## src/logic/dvocd_pkg.sv

```systemverilog
// package of constants for the dual voltage output code decoder
package dvocd_pkg;
    // =========================================
    // output image and channel word layout
    localparam int IMAGE_WORDS = 4096;
    localparam int WORD_W = 16;
    localparam int CODE_W = 10;
    localparam int CODE_MSB = 14;
    localparam int CODE_LSB = 5;
    localparam int SIGN_BIT = 15;
    localparam int CHANNELS = 2;
    localparam logic [WORD_W-1:0] WORD_RESET = 16'h0000;
    localparam logic [CODE_W-1:0] FALLBACK_CODE = 10'h000;
    localparam logic [CODE_W-1:0] CODE_RESET = 10'h000;
    // word index width within the output image
    localparam int IMG_ADDR_W = 12;
    // output update state
    typedef enum logic [1:0] {
        DVOCD_RUN = 2'b01,
        DVOCD_FALLBACK = 2'b10
    } dvocd_state_t;
endpackage

```

## src/logic/dvocd_word_store.sv

```systemverilog
// two-word store holding the latest channel words
`timescale 1ns/1ps
module dvocd_word_store
    import dvocd_pkg::*;
#(
    parameter int WIDTH = WORD_W
) (
    input wire logic clk_in,
    input wire logic rstn_in,
    input wire logic wr_en_in,
    input wire logic wr_sel_in,
    input wire logic [WIDTH-1:0] wr_data_in,
    output logic [WIDTH-1:0] ch0_out,
    output logic [WIDTH-1:0] ch1_out
);
    if (WIDTH < 1) begin : g_bad_width
        $error("word width must be at least one bit");
    end

    logic [WIDTH-1:0] next_ch0;
    logic [WIDTH-1:0] next_ch1;

    always_comb begin
        next_ch0 = ch0_out;
        next_ch1 = ch1_out;
        if (wr_en_in && !wr_sel_in) begin
            next_ch0 = wr_data_in;
        end else if (wr_en_in && wr_sel_in) begin
            next_ch1 = wr_data_in;
        end
    end

    always_ff @(posedge clk_in or negedge rstn_in) begin
        if (!rstn_in) begin
            ch0_out <= WORD_RESET;
            ch1_out <= WORD_RESET;
        end else begin
            ch0_out <= next_ch0;
            ch1_out <= next_ch1;
        end
    end
endmodule

```

## src/logic/dvocd_top.sv

```systemverilog
// channel word decode and comms-loss fallback for a two-channel 0-10 V output
// Functional notes
// - channel outputs refresh from words the master wrote through the interface.
// - module uses two adjacent image words, one per channel, by slot.
// - only bits 14 to 5 form the value, giving a ten-bit converter code.
// - word values span 0 to 32736 in steps of 32.
// - sign bit 15 set forces that channel to 0 V.
// - word 32000 gives full-scale 10 V.
// - count equals 3200 times volts, linear.
// - words above 32000 convert with no over-range indication.
// - comms loss sends both channels to fallback until restored.
// - fallback is fixed 0 V on both channels.
// - no user parameters or reflex actions; behaviour fixed.
`timescale 1ns/1ps
module dvocd_top
    import dvocd_pkg::*;
#(
    parameter logic [IMG_ADDR_W-1:0] SLOT_BASE = 12'h000
) (
    input wire logic clk_in,
    input wire logic rstn_in,
    input wire logic img_wr_in,
    input wire logic [IMG_ADDR_W-1:0] img_addr_in,
    input wire logic [WORD_W-1:0] img_data_in,
    input wire logic comms_ok_in,
    output logic [CODE_W-1:0] ch1_code_out,
    output logic [CODE_W-1:0] ch2_code_out,
    output logic fallback_out
);
    // both channel words must fit inside the image
    if (SLOT_BASE > IMG_ADDR_W'(IMAGE_WORDS - CHANNELS)) begin : g_bad_base
        $error("slot base leaves no room for two words");
    end

    // =========================================
    // comms status synchroniser
    // status comes from another clock; only comms_sync may feed logic
    logic comms_meta;
    logic comms_sync;
    logic next_comms_meta;
    logic next_comms_sync;

    always_comb begin
        next_comms_meta = comms_ok_in;
        next_comms_sync = comms_meta;
    end

    always_ff @(posedge clk_in or negedge rstn_in) begin
        if (!rstn_in) begin
            comms_meta <= 1'b0;
            comms_sync <= 1'b0;
        end else begin
            comms_meta <= next_comms_meta;
            comms_sync <= next_comms_sync;
        end
    end

    // =========================================
    // word capture from the output image
    logic hit;
    logic sel;
    logic [WORD_W-1:0] word1;
    logic [WORD_W-1:0] word2;

    // slot base fixed at build time; no register can move it
    always_comb begin
        hit = 1'b0;
        sel = 1'b0;
        if (img_wr_in && img_addr_in == SLOT_BASE) begin
            hit = 1'b1;
        end else if (img_wr_in && img_addr_in == SLOT_BASE + 12'h001) begin
            hit = 1'b1;
            sel = 1'b1;
        end
    end

    dvocd_word_store #(
        .WIDTH(WORD_W)
    ) u_store (
        .clk_in(clk_in),
        .rstn_in(rstn_in),
        .wr_en_in(hit),
        .wr_sel_in(sel),
        .wr_data_in(img_data_in),
        .ch0_out(word1),
        .ch1_out(word2)
    );

    // =========================================
    // fallback state and code outputs
    dvocd_state_t state;
    dvocd_state_t next_state;
    logic [CODE_W-1:0] next_code1;
    logic [CODE_W-1:0] next_code2;
    logic next_fallback;

    // no saturation or flag: 32736 simply yields code 1023
    function automatic logic [CODE_W-1:0] decode(input logic [WORD_W-1:0] w);
        if (w[SIGN_BIT]) begin
            decode = FALLBACK_CODE;
        end else begin
            decode = w[CODE_MSB:CODE_LSB];
        end
    endfunction

    always_comb begin
        next_state = state;
        case (state)
            DVOCD_RUN: begin
                if (!comms_sync) begin
                    next_state = DVOCD_FALLBACK;
                end
            end
            DVOCD_FALLBACK: begin
                if (comms_sync) begin
                    next_state = DVOCD_RUN;
                end
            end
            default: next_state = DVOCD_FALLBACK;
        endcase
        if (next_state == DVOCD_RUN) begin
            next_code1 = decode(word1);
            next_code2 = decode(word2);
            next_fallback = 1'b0;
        end else begin
            next_code1 = FALLBACK_CODE;
            next_code2 = FALLBACK_CODE;
            next_fallback = 1'b1;
        end
    end

    always_ff @(posedge clk_in or negedge rstn_in) begin
        if (!rstn_in) begin
            // outputs stay at 0 V until comms have been seen once
            state <= DVOCD_FALLBACK;
            ch1_code_out <= CODE_RESET;
            ch2_code_out <= CODE_RESET;
            fallback_out <= 1'b1;
        end else begin
            state <= next_state;
            ch1_code_out <= next_code1;
            ch2_code_out <= next_code2;
            fallback_out <= next_fallback;
        end
    end
endmodule

```

## config.mk

```make
export PLATFORM = sky130hd
export DESIGN_NAME = dvocd_top
export DESIGN_NICKNAME = d
export VERILOG_FILES = /design/src/logic/dvocd_pkg.sv /design/src/logic/dvocd_word_store.sv /design/src/logic/dvocd_top.sv
export SDC_FILE = /design/constraint.sdc
export NUM_CORES = 1
export LEC_CHECK = 0
export BUFFER_PORTS_ARGS = -buffer_cell sky130_fd_sc_hd__buf_2
export CAP_MARGIN = 20
export CORE_UTILIZATION = 45
export CTS_CLUSTER_DIAMETER = 120
export CTS_CLUSTER_SIZE = 30
export DETAILED_ROUTE_END_ITERATION = 6
export PLACE_DENSITY = 0.81
export SYNTH_ARGS = -nofsm -noshare
export SYNTH_HDL_FRONTEND = slang
export SYNTH_SLANG_ARGS = --single-unit
```

## constraint.sdc

```tcl
create_clock -name clk_in -period 1.5 [get_ports clk_in]
set_input_delay 0.075 -clock clk_in [delete_from_list [all_inputs] [get_ports clk_in]]
set_output_delay 0.075 -clock clk_in [all_outputs]
set_load 0.01 [all_outputs]
```

==> impl_metrics.csv <==
group,metric,value,unit
setup_path,reg2regPathDepth,7,
synth,synth_warnings,0,
setup_path,worst_ep_arrival_time,1.74,ns
layout,area_growth,35.3,%
grt,globalRouteMet3Util,0.0347,
timing,fmax,646,MHz
placed_design,pre_cts_ws,-0.350,ns
synth,syn_avg_cell_area,13.2,µm²
grt,first_global_vias,1341,
layout,fin_util,0.653,
routing,drt_pre_antenna_iters,4,
run_status,failed_checks,"negative setup slack",
timing,worst_slew_pin_tran,0.239,ns
layout,final_net_count,238,
power_and_ir_drop,power.density,1310,nW/µm²
grt,grt_max_degree,46,
min_path,worst_hold_class,"in -> reg",
floorplanning,ios,53,
routing,vias,1313,
cts,cts.clk_slew.worst_paths,0.09,ns
placed_design,gp_congestion,0.726,
cts,htree_num_levels,2,
synth,portion_of_the_post_synthesis_area_used_by_sequential_elements,0.647,
setup_path,critPathCaptureType,"flop",
timing,final-setup-viol-count,24,
layout,finish.instance_area,2460,µm²
setup_path,worst_r2r_startpoint,"state[1]$_DFF_PN1_",
cts,cts-buffers-inserted,5,
timing,setup_tns_final,-0.522,ns
grt,overflow,0,
synth,synth_common_cells,"dfrtp_1 (45), a21oi_1 (22), nand2_1 (20), mux2_2 (12), mux2_4 (10)",
layout,stdcell_count,253,
min_path,min-delay-start,"img_data_in[11]",
synth,synth-async-reset-ratio,1.00,
timing,relSlewSlack,0.840,
cts,cts_tree,"yes",
floorplanning,chipWidth,65.6,µm
routing,routed_wire_length_per_instance,15.5,µm
synth,synth.cell_area,1820,µm²
cts,clk-insertion-delay-late,0.31,ns
placed_design,placed_area,2200,µm²
setup_path,path_class,"reg -> reg",
floorplanning,chipHeight,65.6,µm
synth,dominantRegCellSynth,"dfrtp_1",
routing,vias_per_cell,5.19,
timing,finalHoldViolCount,0,
placed_design,io_buffer_count,47,
timing,layout_min_cycle_time,1.55,ns
timing,setup_ws,-0.0477,ns
cts,cts_buffer_depth,2,
placed_design,hpwlAfterDp,2460,µm
timing,timing.clock.skew,0.00734,ns
layout,post_route_cells_drive_above_1_share,0.512,
routing,totalWireLength,3910,µm
synth,dominant_cell_type_by_area_after_synthesis,"dfrtp_1",
synth,yosys.cell_count.top_type,"dfrtp_1",
placed_design,placed_cells_incl_taps,238,
power_and_ir_drop,p_leak,1.28,nW
synth,synth_fp_nets,172,
grt,grt_use_total,0.196,
setup_path,cp_max_fo,10,
cts,clockRootBuffer,"clkbuf_8",
synth,post-synth-top-area-fraction,0.619,
floorplanning,std_cell_rows,22,
synth,yosys.cell_types.count,21,
setup_path,ff2ff_setup_slack,-0.05,ns
synth,synth_enable_flop_cells,0,
routing,initialDrtViolationCount,96,
floorplanning,initial_core_util,0.483,
timing,grt_setup_unrepaired,"yes",
floorplanning,design.core.area,3770,µm²
layout,insertedDiodeCount,0,
layout,n_fill_cell,271,
grt,groute.layer.met2.usage,0.349,
synth,synth.ff_latch_count,47,
routing,detail-route-antenna-nets,0,
setup_path,worst_r2r_endpoint,"ch1_code_out[5]$_DFF_PN0_",
timing,fin_worst_hold_slack,0.0131,ns
cts,tritoncts_num_sinks,47,
synth,synthCells,138,
run_status,status,"finished, violations left",
grt,grt_first_pass_wirelength,6020,µm
grt,grt_util_met1,0.224,
timing,finalMaxSlewViolations,0,
floorplanning,overall_die_area,4300,µm²
grt,antenna_violations_before_repair,0,
routing,drcViolationCount,0,
synth,ys_top_cells_by_area,"dfrtp_1 (62%), mux2_4 (8.2%), mux2_2 (7.4%)",
job,timing.max_cap.violations,0,
setup_path,setup.worst_path.start_class,"flop",
power_and_ir_drop,power.ir.vdd_worst,0.000808,V
min_path,min_to,"u_store.ch1_out[11]$_DFFE_PN0P_",
power_and_ir_drop,post-layout-total-power,3.24,mW
timing,timing.final.crit_share,1.03,
min_path,worst_hold_path.num_cells,2,
grt,top_usage_layer,"met2",
setup_path,timing.critical_path.required,1.69,ns
==> report_power, final <==
part           internal (mW)  switching (mW)  total (mW)
registers               1.32          0.0425        1.36
clock network          0.548           0.428       0.976
logic                  0.394           0.507       0.900
==> how the worst max path moves through the flow <==
stage,start,to,slack [ns]
global route,state[1]$_DFF_PN1_,ch1_code_out[5]$_DFF_PN0_,-0.10
detailed placement,img_addr_in[8],u_store.ch1_out[10]$_DFFE_PN0P_,-0.35
global placement,img_addr_in[8],u_store.ch1_out[6]$_DFFE_PN0P_,-0.31
finish,state[1]$_DFF_PN1_,ch1_code_out[5]$_DFF_PN0_,-0.05
CTS,state[1]$_DFF_PN1_,ch2_code_out[1]$_DFF_PN0_,-0.02
floorplan,img_addr_in[8],u_store.ch1_out[10]$_DFFE_PN0P_,-0.21
==> sequential cells by signal (all words and copies together), names as in the netlist <==
| signal | flops |
|---|---|
| ch1_code_out | 10 |
| ch2_code_out | 10 |
| comms_meta | 1 |
| comms_sync | 1 |
| fallback_out | 1 |
| state | 2 |
| u_store.ch0_out | 11 |
| u_store.ch1_out | 11 |
==> cells in the final DEF (no fill, tap or decap), types with 2 or more instances in the layout <==
cell type,Yosys,layout
dlygate4sd3_1,0,2
or4_4,1,2
inv_1,3,2
nor2_1,3,3
buf_2,1,46
ha_4,0,2
a21oi_1,22,20
nand2_1,20,20
mux2_2,12,12
or4_1,2,2
a21o_1,2,2
mux2_4,10,10
clkbuf_8,0,6
dfrtp_1,45,45
nor2b_1,2,2
buf_4,0,11
dfstp_2,2,2
buf_6,1,3
==> worst max-delay path, stage by stage (launching register included) <==
cell,delay (ns)
dfstp_2,0.58
inv_2,0.07
ha_4,0.16
a21o_1,0.21
nand3_4,0.10
buf_6,0.11
buf_16,0.12
a21oi_1,0.07
==> timing repair <==
item	CTS	global route
endpoints found under the setup margin	31	38
hold buffers	2	0
gates resized for setup	6	10
pin swaps	2	2
setup buffers	3	1
hold endpoints to repair	46	0
cloned	1	1
==> metal layers <==
metal / part of all wire / routed length [µm] / vias to the layer above
met5: 0 / 0 / -
met4: 0.020 / 80 / 0
met3: 0.049 / 192 / 7
met2: 0.52 / 2030 / 49
met1: 0.41 / 1610 / 648
li1: - / - / 609
==> cell families after synthesis <==
| kind of cell | synth area share |
|---|---|
| buffers and inverters | 0.0234 |
| DFF | 0.647 |
| and+or+nand+nor | 0.0804 |
| adders and majority gates | 0.0137 |
| muxes | 0.157 |
| AOI/OAI and AO/OA | 0.0784 |
==> cell type report <==
type                       count  area [µm²]  area share
sequential                    47        1180       0.478
clock buffer                   6        82.6      0.0335
timing repair buffer          64         414       0.168
clock inverter                 2        38.8      0.0157
tap                           48        60.1      0.0244
multi-input combinational     83         678       0.275
inverter                       3        11.3     0.00457
No activity file was read; power rests on OpenSTA's default activity.
